## src/verilog/ids_defs.svh

```systemverilog
// Summary of operation
// - Older bus: level fixed, lowest or NMI command goes edge if level bit set, else dropped.
// - Older bus: level INIT goes edge if level bit set, else as INIT deassert.
// - Destination mode bit picks physical or logical addressing per message.
// - Destination field carries a physical identifier or a logical address.
// - Shorthand addresses all, all but sender, or sender only, ignoring destination.
// - Lowest-priority delivery only flags each accepting unit as an arbitration candidate (ACC_ARB); no arbitration is done.
// - Extended bus: physical 00 to FE is one unit, FF is broadcast.
// - Older bus: physical 0 to E is one unit, F is broadcast.
// - Logical message accepted only when address matches logical and format registers.
// - Logical destination register holds an 8-bit logical identifier field.
// - Format register holds a 4-bit model field choosing flat or cluster.
// - Model 1111 selects flat: each unit owns one identifier bit.
// - Flat model accepts when address AND logical identifier is nonzero.
// - Model 0000 selects the cluster interpretation.
// - With any shorthand the destination mode bit is ignored.
// - Writing the command low word builds and sends a message.
`ifndef IDS_DEFS_SVH
`define IDS_DEFS_SVH

// Register byte offsets.
`define IDS_OFF_CMD_LO 8'h00
`define IDS_OFF_CMD_HI 8'h04
`define IDS_OFF_LDEST 8'h08
`define IDS_OFF_DFMT 8'h0C
`define IDS_OFF_LID 8'h10
`define IDS_OFF_STAT 8'h14

// Command word, logical destination and format register fields.
`define IDS_CMD_VEC 7:0
`define IDS_CMD_DLV 10:8
`define IDS_CMD_DMODE 11
`define IDS_CMD_LEVEL 14
`define IDS_CMD_TRIG 15
`define IDS_CMD_SH 19:18
`define IDS_HI_DEST 31:24
`define IDS_LD_ID 31:24
`define IDS_LD_CLUS 31:28
`define IDS_LD_MEMB 27:24
`define IDS_DF_MODEL 31:28

// Delivery mode codes.
`define IDS_DLV_FIXED 3'h0
`define IDS_DLV_LOWEST 3'h1
`define IDS_DLV_SMI 3'h2
`define IDS_DLV_NMI 3'h4
`define IDS_DLV_INIT 3'h5

// Shorthand codes.
`define IDS_SH_NONE 2'h0
`define IDS_SH_SELF 2'h1
`define IDS_SH_ALL 2'h2
`define IDS_SH_OTHERS 2'h3

// Model codes, broadcast values and reset values.
`define IDS_MODEL_FLAT 4'hF
`define IDS_MODEL_CLUS 4'h0
`define IDS_BCAST_EXT 8'hFF
`define IDS_BCAST_OLD 4'hF
`define IDS_DFMT_RST 32'hFFFFFFFF
`define IDS_ZERO32 32'h00000000

`endif

```

## src/verilog/ids_pkg.sv

```systemverilog
package ids_pkg;

    // One interrupt message as it travels on the shared bus.
    typedef struct packed {
        logic [7:0] dest;
        logic logical;
        logic [2:0] dlv;
        logic [7:0] vec;
        logic level;
        logic trig;
        logic excl_self;
        logic [7:0] src;
    } ids_msg_s;

    // What this unit accepted.
    typedef struct packed {
        logic [7:0] vec;
        logic [2:0] dlv;
        logic trig;
        logic level;
    } ids_acc_s;

endpackage

```

## src/verilog/ids_top.sv

```systemverilog
`timescale 1ns/1ps
`include "ids_defs.svh"

module ids_top
    import ids_pkg::*;
#(
    parameter bit EXT_BUS = 1'b1,
    parameter int ADDR_W = 8
)
(
    // Clock and reset.
    input wire logic CLK,
    input wire logic RST,
    // Register port.
    input wire logic [ADDR_W-1:0] ADDR,
    input wire logic [31:0] WDATA,
    input wire logic WR,
    input wire logic RD,
    output logic [31:0] RDATA,
    // Outgoing messages.
    output logic MSG_VALID,
    output ids_msg_s MSG,
    // Incoming messages from other units.
    input wire logic IN_VALID,
    input wire ids_msg_s IN_MSG,
    // Acceptance results.
    output logic ACCEPT,
    output logic ACC_ARB,
    output logic SELF_HIT,
    output ids_acc_s ACC
);

    // The offsets need eight address bits; a narrower port cannot decode them.
    if (ADDR_W < 8)
    begin : g_bad_addr
        $error("ADDR_W must be at least 8");
    end

    logic [31:0] cmd_lo;
    logic [31:0] cmd_hi;
    logic [31:0] ldest;
    logic [31:0] dfmt;
    logic [7:0] lid;
    logic [3:0] last_flags;
    logic [7:0] acc_count;
    logic lo_wr;
    logic [2:0] w_dlv;
    logic [1:0] w_sh;
    logic w_lvl;
    logic w_trg;
    logic old_lvl_drop;
    logic old_deassert;
    logic next_send;
    logic next_self;
    ids_msg_s next_msg;
    logic [7:0] bcast;
    logic [3:0] model;
    logic own_src;
    logic phys_hit;
    logic flat_hit;
    logic clus_hit;
    logic next_accept;

    assign lo_wr = WR && (ADDR[7:0] == `IDS_OFF_CMD_LO);
    assign w_dlv = WDATA[`IDS_CMD_DLV];
    assign w_sh = WDATA[`IDS_CMD_SH];
    assign w_lvl = WDATA[`IDS_CMD_LEVEL];
    assign w_trg = WDATA[`IDS_CMD_TRIG];
    assign bcast = EXT_BUS ? `IDS_BCAST_EXT : {4'h0, `IDS_BCAST_OLD};

    // Software-held registers; the command low word is captured on the same write that sends.
    always_ff @(posedge CLK)
    begin
        if (RST)
        begin
            cmd_lo <= `IDS_ZERO32;
            cmd_hi <= `IDS_ZERO32;
            ldest <= `IDS_ZERO32;
            dfmt <= `IDS_DFMT_RST;
            lid <= 8'h00;
        end
        else if (WR)
        begin
            unique case (ADDR[7:0])
                `IDS_OFF_CMD_LO: cmd_lo <= WDATA;
                `IDS_OFF_CMD_HI: cmd_hi <= WDATA;
                `IDS_OFF_LDEST: ldest <= WDATA;
                `IDS_OFF_DFMT: dfmt <= WDATA;
                `IDS_OFF_LID: lid <= WDATA[7:0];
                default: ;
            endcase
        end
    end

    // Older-bus level handling. Invalid combinations are not trapped; they are software's
    // responsibility and simply pass through as edge messages.
    assign old_lvl_drop = !EXT_BUS && w_trg && !w_lvl
        && (w_dlv == `IDS_DLV_FIXED || w_dlv == `IDS_DLV_LOWEST
        || w_dlv == `IDS_DLV_NMI);
    assign old_deassert = !EXT_BUS && w_trg && !w_lvl && (w_dlv == `IDS_DLV_INIT);

    // Build the outgoing message from the word being written.
    always_comb
    begin
        next_msg = '0;
        next_msg.vec = WDATA[`IDS_CMD_VEC];
        next_msg.dlv = w_dlv;
        next_msg.src = lid;
        // Only the deassert keeps level semantics; everything else is forced to edge.
        next_msg.trig = old_deassert;
        next_msg.level = !old_deassert;
        // Shorthand wins over the destination field and mode bit.
        if (w_sh == `IDS_SH_NONE)
        begin
            next_msg.logical = WDATA[`IDS_CMD_DMODE];
            if (EXT_BUS || WDATA[`IDS_CMD_DMODE])
            begin
                next_msg.dest = cmd_hi[`IDS_HI_DEST];
            end
            else
            begin
                next_msg.dest = {4'h0, cmd_hi[27:24]};
            end
        end
        else
        begin
            next_msg.logical = 1'b0;
            next_msg.dest = bcast;
            next_msg.excl_self = (w_sh == `IDS_SH_OTHERS);
        end
    end

    // Self delivery is done internally rather than by snooping the bus.
    assign next_send = lo_wr && !old_lvl_drop && (w_sh != `IDS_SH_SELF);
    assign next_self = lo_wr && !old_lvl_drop
        && (w_sh == `IDS_SH_SELF || w_sh == `IDS_SH_ALL);

    // Message output stage.
    always_ff @(posedge CLK)
    begin
        if (RST)
        begin
            MSG_VALID <= 1'b0;
            MSG <= '0;
            SELF_HIT <= 1'b0;
        end
        else
        begin
            MSG_VALID <= next_send;
            SELF_HIT <= next_self;
            if (lo_wr)
            begin
                MSG <= next_msg;
            end
        end
    end

    // Receive-side match terms.
    assign model = dfmt[`IDS_DF_MODEL];
    assign own_src = IN_MSG.excl_self && (IN_MSG.src == lid);
    assign phys_hit = EXT_BUS
        ? (IN_MSG.dest == lid || IN_MSG.dest == `IDS_BCAST_EXT)
        : (IN_MSG.dest[3:0] == lid[3:0] || IN_MSG.dest[3:0] == `IDS_BCAST_OLD);
    assign flat_hit = (model == `IDS_MODEL_FLAT)
        && |(IN_MSG.dest & ldest[`IDS_LD_ID]);
    assign clus_hit = (model == `IDS_MODEL_CLUS)
        && (IN_MSG.dest == `IDS_BCAST_EXT || (IN_MSG.dest[7:4] == ldest[`IDS_LD_CLUS]
        && |(IN_MSG.dest[3:0] & ldest[`IDS_LD_MEMB])));
    assign next_accept = IN_VALID && !own_src
        && (IN_MSG.logical ? (flat_hit || clus_hit) : phys_hit);

    // Acceptance output; lowest-priority hits are only candidates for arbitration.
    always_ff @(posedge CLK)
    begin
        if (RST)
        begin
            ACCEPT <= 1'b0;
            ACC_ARB <= 1'b0;
            ACC <= '0;
        end
        else
        begin
            ACCEPT <= next_accept;
            ACC_ARB <= next_accept && (IN_MSG.dlv == `IDS_DLV_LOWEST);
            if (next_accept)
            begin
                ACC <= '{vec: IN_MSG.vec, dlv: IN_MSG.dlv, trig: IN_MSG.trig,
                    level: IN_MSG.level};
            end
        end
    end

    // Status of the last command and a wrapping count of accepted messages.
    always_ff @(posedge CLK)
    begin
        if (RST)
        begin
            last_flags <= 4'h0;
            acc_count <= 8'h00;
        end
        else
        begin
            if (lo_wr)
            begin
                last_flags <= {next_self, next_send, old_deassert, old_lvl_drop};
            end
            if (next_accept)
            begin
                acc_count <= acc_count + 8'h01;
            end
        end
    end

    // Read data stand only in the cycle after the read strobe; unmapped reads return zero.
    always_ff @(posedge CLK)
    begin
        if (RST || !RD)
        begin
            RDATA <= `IDS_ZERO32;
        end
        else
        begin
            unique case (ADDR[7:0])
                `IDS_OFF_CMD_LO: RDATA <= cmd_lo;
                `IDS_OFF_CMD_HI: RDATA <= cmd_hi;
                `IDS_OFF_LDEST: RDATA <= ldest;
                `IDS_OFF_DFMT: RDATA <= dfmt;
                `IDS_OFF_LID: RDATA <= {24'h000000, lid};
                `IDS_OFF_STAT: RDATA <= {16'h0000, acc_count, 4'h0, last_flags};
                default: RDATA <= `IDS_ZERO32;
            endcase
        end
    end
endmodule

```

## config.mk

```make
export PLATFORM = sky130hd
export DESIGN_NAME = ids_top
export DESIGN_NICKNAME = d
export VERILOG_FILES = /design/src/verilog/ids_pkg.sv /design/src/verilog/ids_top.sv
export VERILOG_INCLUDE_DIRS = /design/src /design/src/verilog
export SDC_FILE = /design/constraint.sdc
export NUM_CORES = 1
export LEC_CHECK = 0
export BUFFER_PORTS_ARGS = -buffer_cell sky130_fd_sc_hd__buf_2
export CORE_MARGIN = 2
export CORE_UTILIZATION = 35
export DETAILED_ROUTE_END_ITERATION = 16
export PLACE_DENSITY = 0.55
export SKIP_LAST_GASP = 1
export SLEW_MARGIN = 20
export SYNTH_ARGS = -nofsm -noshare
export SYNTH_HDL_FRONTEND = slang
export SYNTH_SLANG_ARGS = --single-unit
export TNS_END_PERCENT = 20
```

## constraint.sdc

```tcl
create_clock -name CLK -period 4.4 [get_ports CLK]
set_input_delay 0.44 -clock CLK [delete_from_list [all_inputs] [get_ports CLK]]
set_output_delay 0.44 -clock CLK [all_outputs]
set_load 0.1 [all_outputs]
```

-- After elaboration in Yosys (flattened, before gate mapping)
Cells that the tools add are included.
- memory bits (writable): 0
- memories kept: 0
- memory bits (read-only): 0
- logic and storage cells: 72
- flip-flop bits (word level): 225
- input bits: 76
- bits in latches: 0
- div/mod/pow operators: 0
- equal/unequal tests: 15
- bitwise logic cells: 2
- shift-type cells: 0
- $lt $le $gt $ge: 0
- $add $sub $neg: 1
- muxes and demuxes: 4
- multipliers: 0
- reduce and logical (&&, ||, !) cells: 27
- operators with widths (cell ; count):
    $pmux W32 S6 ; 1
    $eq A8 B4 Y1 const B ; 2
    $eq A8 B5 Y1 const B ; 2
    $eq A8 B8 Y1 ; 2
    $logic_and A1 B1 Y1 ; 10
    $reduce_and A2 Y1 ; 5
    $mux W9 ; 1
    $add A8 B1 Y8 const B ; 1
    $and A8 B8 Y8 ; 1
    $eq A8 B3 Y1 const B ; 1
    $eq A8 B8 Y1 const B ; 1
    $logic_not A8 Y1 ; 1
    $reduce_or A8 Y1 ; 1
    $logic_or A1 B1 Y1 ; 5
    $and A4 B4 Y4 ; 1
    $eq A2 B2 Y1 const B ; 2
    $eq A4 B4 Y1 ; 1
    $eq A4 B4 Y1 const B ; 1
    $logic_not A4 Y1 ; 1
    $reduce_or A4 Y1 ; 1
    $eq A3 B1 Y1 const B ; 1
    $eq A2 B1 Y1 const B ; 1
    $logic_not A1 Y1 ; 2
    $logic_not A2 Y1 ; 1
    2 further kinds ; 3

-- Longest topological paths before layout
Gate-level depths: netlist (run 1).
- depth in word-level cells: 9
- mapped depth: 8
- mapped depth without buffers: 7

-- Least setup slack after synthesis (run 1)
OpenSTA, ideal clock, no wires.
- path type: in2reg
- start point: input IN_MSG[28] (netlist bit)
- end point: register acc_count[6]
- arrival: 2.244 ns
- path buffers: 1
- setup slack: 2.035 ns
- cell stages on the path: 8
- setup time: 0.121 ns
- cell sequence: ha_1 or4_1 a21oi_1 o21ai_1 and2_4 buf_4 nor3_1 mux2_2
- word-level cells in the longest chain between the ends: 7
- elaborated cells between the ends (all ways): 13
- those cells by class: 3 x eq/ne; 1 x mux; 1 x bitwise; 8 x reduce/logical
- RTL lines (what ; line ; source):
    start, declared ; ids_top.sv:25 ; input wire ids_msg_s IN_MSG,
    $eq A4 B4 Y1 ; ids_top.sv:167 ; && (IN_MSG.dest == `IDS_BCAST_EXT || (IN_MSG.dest[7:4] == ldest[`IDS_LD_CLUS]
    $logic_and A1 B1 Y1 ; ids_top.sv:167 ;
    $logic_or A1 B1 Y1 ; ids_top.sv:167 ;
    $logic_and A1 B1 Y1 ; ids_top.sv:166 ; assign clus_hit = (model == `IDS_MODEL_CLUS)
    $logic_or A1 B1 Y1 ; ids_top.sv:170 ; && (IN_MSG.logical ? (flat_hit || clus_hit) : phys_hit);
    $mux W1 (*) ; ids_top.sv:170 ;
    $logic_and A1 B1 Y1 (*) ; ids_top.sv:170 ;
    end signal, assigned ; ids_top.sv:209 ; acc_count <= acc_count + 8'h01;
    end, declared ; ids_top.sv:45 ; logic [7:0] acc_count;
Mark *: on every way between the ends. The rest lies on a longest branch, timed or not.
A chain may end at the register's enable or synchronous reset.

-- Final worst setup path (run 1)
- start point: register ldest[29]
- end point: register acc_count[5]
- word-level cells in the longest chain between the ends: 7
- elaborated cells between the ends (all ways): 10
- those cells by class: 1 x eq/ne; 1 x mux; 1 x bitwise; 7 x reduce/logical
- RTL lines (what ; line ; source):
    start, declared ; ids_top.sv:41 ; logic [31:0] ldest;
    start signal, assigned ; ids_top.sv:78 ; ldest <= `IDS_ZERO32;
    $eq A4 B4 Y1 ; ids_top.sv:167 ;
    $logic_and A1 B1 Y1 ; ids_top.sv:167 ;
    $logic_or A1 B1 Y1 ; ids_top.sv:167 ;
    $logic_and A1 B1 Y1 ; ids_top.sv:166 ;
    $logic_or A1 B1 Y1 (*) ; ids_top.sv:170 ;
    $mux W1 (*) ; ids_top.sv:170 ;
    $logic_and A1 B1 Y1 (*) ; ids_top.sv:170 ;
Marks and branches as above.

==> results of run 1 <==
==> state kept, by name, summed over array words and instances (netlist names), 2 cells and up <==
register    count
ACC            13
MSG            19
RDATA          32
acc_count       8
cmd_hi         32
cmd_lo         32
dfmt           32
last_flags      2
ldest          32
lid             8
==> cell type report <==
| type | count | area [um^2] |
|---|---|---|
| clock inverter | 7 | 37.54 |
| tap | 324 | 405.4 |
| multi-input combinational | 740 | 3827 |
| clock buffer | 35 | 723.2 |
| sequential | 214 | 4284 |
| fill | 2523 | 13890 |
| timing repair buffer | 174 | 923.4 |
| inverter | 3 | 11.26 |
==> metrics by stage <==
stage,hold slack [ns],cell area [um^2],std cells,utilization,total power (uW)
after floorplan,0.4329,8511,1049,-,2100
after global placement,0.4413,9452,1455,0.3921,2187
after detailed placement,0.4464,9452,1455,0.3921,2186
after CTS,0.1579,10210,1497,0.4236,4106
after global routing,0.1774,10210,1497,0.4236,4195
final,0.1724,10210,1497,0.4236,4055
==> cell families after synthesis <==
group,share of synthesized area
flops,0.5034
fa+ha+maj,0.01176
simple gates,0.2352
buf+inv,0.05013
other cells,0.0004406
mux,0.007791
compound gates,0.1748
xor+xnor,0.01647
==> per-layer routing <==
layer	part of all wire	up-vias	global-route usage
met1	0.45	3643	0.2719
met3	0.062	46	0.03325
met2	0.46	255	0.3282
met5	0.00049	-	0
li1	-	3790	-
met4	0.024	2	0.05815
==> power by group through the flow <==
stage / Clock [uW] / Combinational, uW / Sequential, uW
2_1_floorplan: 0 / 75.9 / 2020
3_3_place_gp: 0 / 195 / 1990
3_5_place_dp: 0 / 194 / 1990
4_1_cts: 1960 / 195 / 1950
5_1_grt: 2040 / 209 / 1950
6_report: 1910 / 195 / 1950
==> worst max-delay path by stage <==
stage / startpoint / to / slack [ns] / cells past startpoint
3_5_place_dp: ADDR[5] / cmd_lo[17]$_SDFFE_PP0P_ / 1.53 / 8
2_1_floorplan: IN_MSG[28] / acc_count[6]$_SDFFE_PP0P_ / 2.03 / 8
6_report: ldest[29]$_SDFFE_PP0P_ / acc_count[5]$_SDFFE_PP0P_ / 1.80 / 7
4_1_cts: ldest[29]$_SDFFE_PP0P_ / acc_count[5]$_SDFFE_PP0P_ / 1.83 / 7
5_1_grt: ldest[29]$_SDFFE_PP0P_ / acc_count[5]$_SDFFE_PP0P_ / 1.70 / 7
3_3_place_gp: ADDR[5] / cmd_lo[18]$_SDFFE_PP0P_ / 1.59 / 8
==> layout by cell type (no fill, tap or decap), types with 4 or more instances in the layout <==
master / Yosys / final
nand2_1: 313 / 312
dfxtp_1: 214 / 214
buf_2: 17 / 153
a21oi_1: 152 / 152
a22oi_1: 66 / 66
nand3b_1: 34 / 34
nand3_1: 29 / 29
clkbuf_16: 0 / 25
nor2_1: 26 / 24
buf_4: 13 / 21
o21ai_0: 16 / 16
a31oi_1: 14 / 14
nor3_1: 13 / 12
nor3b_1: 10 / 10
xnor2_1: 8 / 8
xor2_1: 8 / 8
ha_1: 8 / 8
nand4_1: 6 / 6
clkbuf_8: 0 / 6
clkinv_2: 0 / 6
nor4_1: 5 / 5
mux2_2: 5 / 5
clkbuf_1: 62 / 4
==> worst max-delay path, stage by stage (launching register included) <==
cell     delay (ns)
dfxtp_1        0.38
ha_1           0.24
or4_1          0.52
a21oi_1        0.14
o21ai_1        0.16
and2_4         0.30
nor4_1         0.36
mux2_2         0.38
==> metrics.yaml, run 1 <==
outcome: "finished clean"
maxCapViolCount: 0
skew_ns: 0.007424
synth_top_area_share: 0.5034
synthCells: 1049
finalCriticalPeriod_ns: 2.600
r2r_setup_slack_ns: 1.80
hp-start: "IN_MSG[19]"
slew_violations: 0
cts_made_buffers: 25
grt_usage: 0.2001
syn-num-nets: 1133
yosysWarnings: 0
p_per_area_mw_per_mm2: 397.1
grt_pass1_wl_um: 41330
wire_per_inst_um: 17.64
max_freq_mhz: 384.6
synth.most_common_cell: "nand2_1"
seqPwrFrac: 0.481
cts_tree: "yes"
post_cts_resized: 0
io_pins: 156
grt_overflow: 0
antenna_found_initial: 1
die_w_um: 159.9
antenna_left: 0
clock_power_share: 0.471
gp_congestion: 0.7981
grt_pass1_vias: 7293
yosys.area.top_type: "dfxtp_1"
ys_seq_area_frac: 0.5034
rsz0062_at_grt: "no"
htree_levels: 1
rows: 57
async_reset_ff_frac: 0
worstMarginPinSlew_ns: 1.031
crit_path_max_fanout: 23
slew_headroom: 0.3127
comb_power_share: 0.048
nNetsFinal: 1242
ys_ff_latch: 214
die-area_mm2: 0.02558
p_int_uw: 3133
antennaDiodeCount: 0
dpl_worst_slack_ns: 1.528
critPathKind: "reg -> reg"
hpwl_um: 17040
cp.required_ns: 4.80
design.core.area_mm2: 0.02411
start_kind: "flop"
clock-sinks: 214
syn_area_per_cell_um2: 8.113
synth_edf_count: 0
numPortBuffers: 154
drt_iter0_drc: 565
p_switching_uw: 922.7
leakage_uw: 0.003828
clock_latency_ns: 0.51
setup_viol: 0
synthToLayoutAreaGrowth_pct: 19.99
ys_top_cells_by_area: "dfxtp_1 50%, nand2_1 14%, a21oi_1 8.9%"
wl_um: 26410
route.vias.total: 7736
synth_ff_type: "dfxtp_1"
start_util: 0.3531
clkTransAtPathRegs_ns: 0.06
grt_max_degree: 103
ctsLongestPathBuffers: 3
hold_buffers: 0
rr_endpoint: "acc_count[5]$_SDFFE_PP0P_"
dr.pass1.iters: 7
whs_path_depth: 3
r2r_start: "ldest[29]$_SDFFE_PP0P_"
endpoint_kind: "flop"
swShare: 0.2275
drc_errors: 0
reg2regPathDepth: 7
syn_area_mm2: 0.008511
hp-class: "in -> reg"
synth.top_cells.by_count: "313 x nand2_1, 214 x dfxtp_1, 152 x a21oi_1"
cts_setup_buffers: 0
peakVddDrop_mv: 0.2259
hold_viol: 0
fp.dieH_um: 159.9
fin_crit_sh: 0.5909
drive_gt1_frac: 0.1927
root_buffer: "clkbuf_16"
ys_types: 38
setup_tns_ns: 0
min_to: "ACC_ARB$_SDFF_PP0_"
crit_arrival_ns: 3.00
vias_per_cell: 5.168
layout_setup_ws_ns: 1.800
No activity file was read; power rests on OpenSTA's default activity.
==> inputs of run 2 (changes only) <==
Settings changed: ABC_AREA set to 1.
Clock period 4.4 ns to 2.53 ns, I/O delays scaled along.
==> run 2 against run 1 <==
- utilization grew 0.48 points
- clock power grew 100%
- routed wire length shrank 3.2%
- largest power group is now clock
==> metrics.yaml, run 2 <==
slew_violations: 0
grt_max_degree: 168
ys_ff_latch: 214
p_int_uw: 5928
final-seq-area_mm2: 0.004284
cts_setup_buffers: 0
htree_levels: 1
cp.required_ns: 2.98
nNetsFinal: 1351
skew_ns: 0.007122
nFillCells: 2601
maxCapViolCount: 0
yosys.area.top_type: "dfxtp_1"
final_common_cell: "dfxtp_1"
comb_power_share: 0.055
peakVddDrop_mv: 0.4816
multi_input_area_mm2: 0.003608
hpwl_um: 16510
die_w_um: 162.6
p_per_area_mw_per_mm2: 714.5
ys_seq_area_frac: 0.4869
synth.most_common_cell: "dfxtp_1"
clkTransAtPathRegs_ns: 0.06
worstMarginPinSlew_ns: 0.9538
numPortBuffers: 154
crit_path_max_fanout: 28
start_kind: "flop"
cp_slowest_cell: "dlygate4sd3_1"
worst_path_largest_cell_delay_ns: 0.56
cts_made_buffers: 24
clock_power_share: 0.500
slew_headroom: 0.3632
crit_arrival_ns: 2.76
grt_overflow: 0
rsz0062_at_grt: "no"
swShare: 0.2243
drc_errors: 0
wl_um: 25550
root_buffer: "clkbuf_16"
wire_per_inst_um: 15.83
setup_tns_ns: 0
antenna_found_initial: 1
synth.top_cells.by_count: "214 x dfxtp_1, 180 x nor2_1, 131 x nand2_1"
seqPwrFrac: 0.445
max_freq_mhz: 432.2
route.vias.total: 7869
power_uw: 7642
vias_per_cell: 4.875
crit_buf_inv: 2
synthCells: 1142
grt_pass1_wl_um: 39460
setup_viol: 0
antenna_left: 0
design.core.area_mm2: 0.02496
io_pins: 156
syn-num-nets: 1226
syn_area_mm2: 0.008798
gp_congestion: 0.7888
hp-class: "in -> reg"
grt_pass1_vias: 7084
clock-sinks: 214
hold_viol: 0
outcome: "finished clean"
synthToLayoutAreaGrowth_pct: 21.56
fin_crit_sh: 0.9145
p_switching_uw: 1714
ctsLongestPathBuffers: 3
synth_ff_type: "dfxtp_1"
antennaDiodeCount: 0
ys_types: 37
ys_top_cells_by_area: "dfxtp_1 49%, nor2_1 7.7%, o21ai_0 6.7%"
rows: 58
layout_common_cells: "214 x dfxtp_1, 180 x nor2_1, 154 x buf_2"
yosysWarnings: 0
cts_tree: "yes"
critPathKind: "reg -> reg"
drive_gt1_frac: 0.1916
synth_top_area_share: 0.4869
crit_family: "simple AND/OR/NAND/NOR gates"
clock_latency_ns: 0.51
async_reset_ff_frac: 0
syn_area_per_cell_um2: 7.704
cp_common_cell: "nand2_1"
drt_iter0_drc: 576
path_cells: "ha_1 > nor2_1 > and2_0 > o21ai_0 > nand2_1 > nand2_1 > nand2_4 > nand2_4 > nor2_4 > buf_12 > nand2_1 > nor2_1 > dlygate4sd3_1"
synth_edf_count: 0
dr.pass1.iters: 5
die-area_mm2: 0.02642
finalCriticalPeriod_ns: 2.314
fp.dieH_um: 162.6
start_util: 0.3524
leakage_uw: 0.004593
grt_usage: 0.1879
endpoint_kind: "flop"
## run 2: kinds of logic (layout without fill, tap and decap cells)
kind of cell               Yosys count  in the layout  share of synthesized area
adders and majority gates            8              8                    0.01138
other                                1              1                  0.0004262
xor gates and xnor gates            13             13                    0.01294
AOI/OAI and AO/OA                  330            330                     0.2100
and+or+nand+nor                    364            364                     0.1748
DFF                                214            214                     0.4869
buffers and inverters              212            354                     0.1035
## run 2: path summary, 6_finish.rpt
path | slack, ns | endpoint | from | cells past startpoint
setup / recovery | 0.22 | ACC_ARB$_SDFF_PP0_ | ldest[31]$_SDFFE_PP0P_ | 13
hold / removal | 0.02 | dfmt[10]$_SDFFE_PP1P_ | WDATA[10] | 3
setup reg to reg | 0.22 | ACC_ARB$_SDFF_PP0_ | ldest[31]$_SDFFE_PP0P_ | 13
hold reg to reg | 0.45 | ldest[7]$_SDFFE_PP0P_ | ldest[7]$_SDFFE_PP0P_ | 2
## run 2: worst reg2reg max path: cells and delay by family, from the launching register on
family / cells / cell delay, ns
buffers and inverters: 2 / 0.73
AO/OA/AOI/OAI: 1 / 0.07
adder cells (fa/ha/maj): 1 / 0.24
AND/OR/NAND/NOR: 9 / 0.88
flip-flops: 1 / 0.36
## run 2: what timing repair did
item,in CTS,in global routing
resized for setup,0,4
hold buffers,7,0
endpoints found under the hold margin,6,0
endpoints found under the setup margin,0,1
## run 2: area by class of cell
cell class / instances / area share
sequential: 214 / 0.4006
tap: 330 / 0.03861
clock inverter: 13 / 0.01848
clock buffer: 30 / 0.06399
timing repair buffer: 178 / 0.09406
multi-input combinational: 716 / 0.3374
inverter: 133 / 0.04691
## run 2: layer usage
layer	wire length [um]	up-vias	GRT usage	share of wire
li1	-	3987	-	-
met1	12770	3612	0.2782	0.50
met2	10830	248	0.2849	0.42
met3	1676	20	0.03718	0.066
met4	253	2	0.03540	0.0099
met5	13	-	0	0.00051
## run 2: through the flow
stage,cells,setup slack [ns],util,hold WS (ns),cell area [um^2]
3_3_place_gp,1564,0.5177,0.3896,0.4383,9726
5_1_grt,1614,0.02563,0.4284,0.01709,10700
4_1_cts,1614,0.09961,0.4277,0.0008779,10680
6_report,1614,0.2163,0.4284,0.01739,10700
3_5_place_dp,1564,0.4479,0.3896,0.4462,9726
2_1_floorplan,1142,0.8353,-,0.3834,8798
## run 2: power by group through the flow
stage          Combinational (uW)  Sequential [uW]  Clock (uW)
2_1_floorplan                 171             3560           0
3_3_place_gp                  412             3470           0
3_5_place_dp                  413             3470           0
4_1_cts                       422             3400        3920
5_1_grt                       462             3400        4070
6_report                      424             3400        3820
==> inputs of run 3 (changes only) <==
Settings changed: CORE_MARGIN 2 to unset.
==> run 3 against run 2 <==
- clock power fell by 11%
- worst setup slack improved by 0.19 ns
- cell area fell by 2.0%
- combinational power fell by 2%
- critical path type unchanged
- largest power group unchanged
- highest routed layer unchanged
==> metrics.yaml, run 3 (synthesized netlist as in run 2, its figures left out) <==
outcome: "finished clean"
layout_common_cells: "214 x dfxtp_1, 180 x nor2_1, 154 x buf_2"
numPortBuffers: 154
clock-sinks: 214
p_switching_uw: 1653
crit_path_max_fanout: 28
hpwl_um: 16460
setup_viol: 0
rsz0062_at_grt: "no"
synthToLayoutAreaGrowth_pct: 19.17
r2r_start: "ldest[29]$_SDFFE_PP0P_"
leakage_uw: 0.004504
grt_pass1_vias: 7015
setup_tns_ns: 0
drive_gt1_frac: 0.1851
vias_per_cell: 4.886
skew_ns: 0.01316
route.vias.total: 7813
drc_errors: 0
die_w_um: 160.6
worstMarginPinSlew_ns: 1.001
hold_viol: 0
hp-class: "in -> reg"
finalCriticalPeriod_ns: 2.128
rows: 57
die-area_mm2: 0.02578
dp_cells: 1557
hp-start: "WDATA[14]"
dpl_worst_slack_ns: 0.3257
p_per_area_mw_per_mm2: 688.7
min_to: "dfmt[14]$_SDFFE_PP1P_"
r2r_setup_slack_ns: 0.40
grt_overflow: 0
drt_iter0_drc: 672
peakVddDrop_mv: 0.3680
slew_headroom: 0.3316
maxCapViolCount: 0
crit_arrival_ns: 2.52
whs_path_depth: 3
final_common_cell: "dfxtp_1"
critPathKind: "reg -> reg"
fp.dieH_um: 160.6
wire_per_inst_um: 15.99
root_buffer: "clkbuf_16"
clkTransAtPathRegs_ns: 0.06
clock_power_share: 0.472
worst_path_largest_cell_delay_ns: 0.45
dr.pass1.iters: 5
fin_cells: 1599
seqPwrFrac: 0.471
cts_tree: "yes"
io_pins: 156
comb_power_share: 0.057
fin_crit_sh: 0.8411
start_util: 0.3597
grt_usage: 0.1945
endpoint_kind: "flop"
ctsLongestPathBuffers: 3
cts_setup_buffers: 0
p_int_uw: 5568
wl_um: 25560
hold_buffers: 3
swShare: 0.2289
layout_setup_ws_ns: 0.4020
grt_max_degree: 73
antennaDiodeCount: 0
reg2regPathDepth: 12
antenna_left: 0
htree_levels: 1
grt_pass1_wl_um: 39830
gp_congestion: 0.8280
start_kind: "flop"
cts_made_buffers: 24
design.core.area_mm2: 0.02446
crit_start: "ldest[29]$_SDFFE_PP0P_"
cp_common_cell: "nand2_1"
cp_slowest_cell: "nor2_4"
post_cts_resized: 0
path_cells: "ha_1 > nor2_1 > and2_0 > o21ai_0 > nand2_1 > nand2_1 > nand2_2 > nand2_4 > nor2_4 > nand2_1 > nand2_1 > nor2_1"
cp.required_ns: 2.92
clock_latency_ns: 0.51
whs_ns: 0.01343
antenna_found_initial: 1
max_freq_mhz: 469.9
nNetsFinal: 1346
slew_violations: 0
nFillCells: 2519
rr_endpoint: "ACC[3]$_SDFFE_PP0P_"
==> run 3: area by class of cell <==
| cell class | instances | area (um^2) | share of cell area |
|---|---|---|---|
| clock inverter | 2 | 38.79 | 0.003699 |
| timing repair buffer | 173 | 920.9 | 0.08783 |
| tap | 324 | 405.4 | 0.03866 |
| multi-input combinational | 716 | 3603 | 0.3437 |
| sequential | 214 | 4284 | 0.4086 |
| clock buffer | 37 | 730.7 | 0.06969 |
| inverter | 133 | 501.7 | 0.04785 |
==> run 3: critical path: cells and delay by family (launching register included) <==
| kind | cells | cell delay, ns |
|---|---|---|
| and+or+nand+nor | 10 | 1.33 |
| DFF | 1 | 0.37 |
| adders and majority gates | 1 | 0.24 |
| AOI/OAI and AO/OA | 1 | 0.07 |
==> run 3: routing by layer <==
metal  GRT usage  part of all wire  vias to the layer above
li1            -                 -                     3972
met1      0.2824              0.49                     3564
met2      0.2981              0.43                      247
met3     0.03512             0.064                       28
met4     0.04242             0.015                        2
met5           0           0.00039                        -
==> run 3: how the worst max path moves through the flow <==
| stage | cells past startpoint | slack, ns | to |
|---|---|---|---|
| 2_1_floorplan | 13 | 0.84 | ACC[10]$_SDFFE_PP0P_ |
| 6_report | 12 | 0.40 | ACC[3]$_SDFFE_PP0P_ |
| 5_1_grt | 12 | 0.19 | ACC[3]$_SDFFE_PP0P_ |
| 4_1_cts | 12 | 0.39 | ACC[3]$_SDFFE_PP0P_ |
| 3_5_place_dp | 13 | 0.33 | ACC[3]$_SDFFE_PP0P_ |
| 3_3_place_gp | 13 | 0.35 | ACC[3]$_SDFFE_PP0P_ |
==> run 3: power by group through the flow <==
stage | logic, uW | clock network [uW] | registers (uW)
2_1_floorplan | 171 | 0 | 3560
3_3_place_gp | 410 | 0 | 3470
3_5_place_dp | 411 | 0 | 3470
4_1_cts | 416 | 3480 | 3400
5_1_grt | 453 | 3630 | 3400
6_report | 415 | 3410 | 3400
==> run 3: through the flow <==
| step | area, um^2 | util | total power, uW |
|---|---|---|---|
| after CTS | 10490 | 0.4286 | 7295 |
| after detailed placement | 9686 | 0.3959 | 3885 |
| after floorplan | 8798 | - | 3734 |
| after global placement | 9686 | 0.3959 | 3884 |
| after global routing | 10490 | 0.4286 | 7485 |
| final | 10490 | 0.4286 | 7221 |
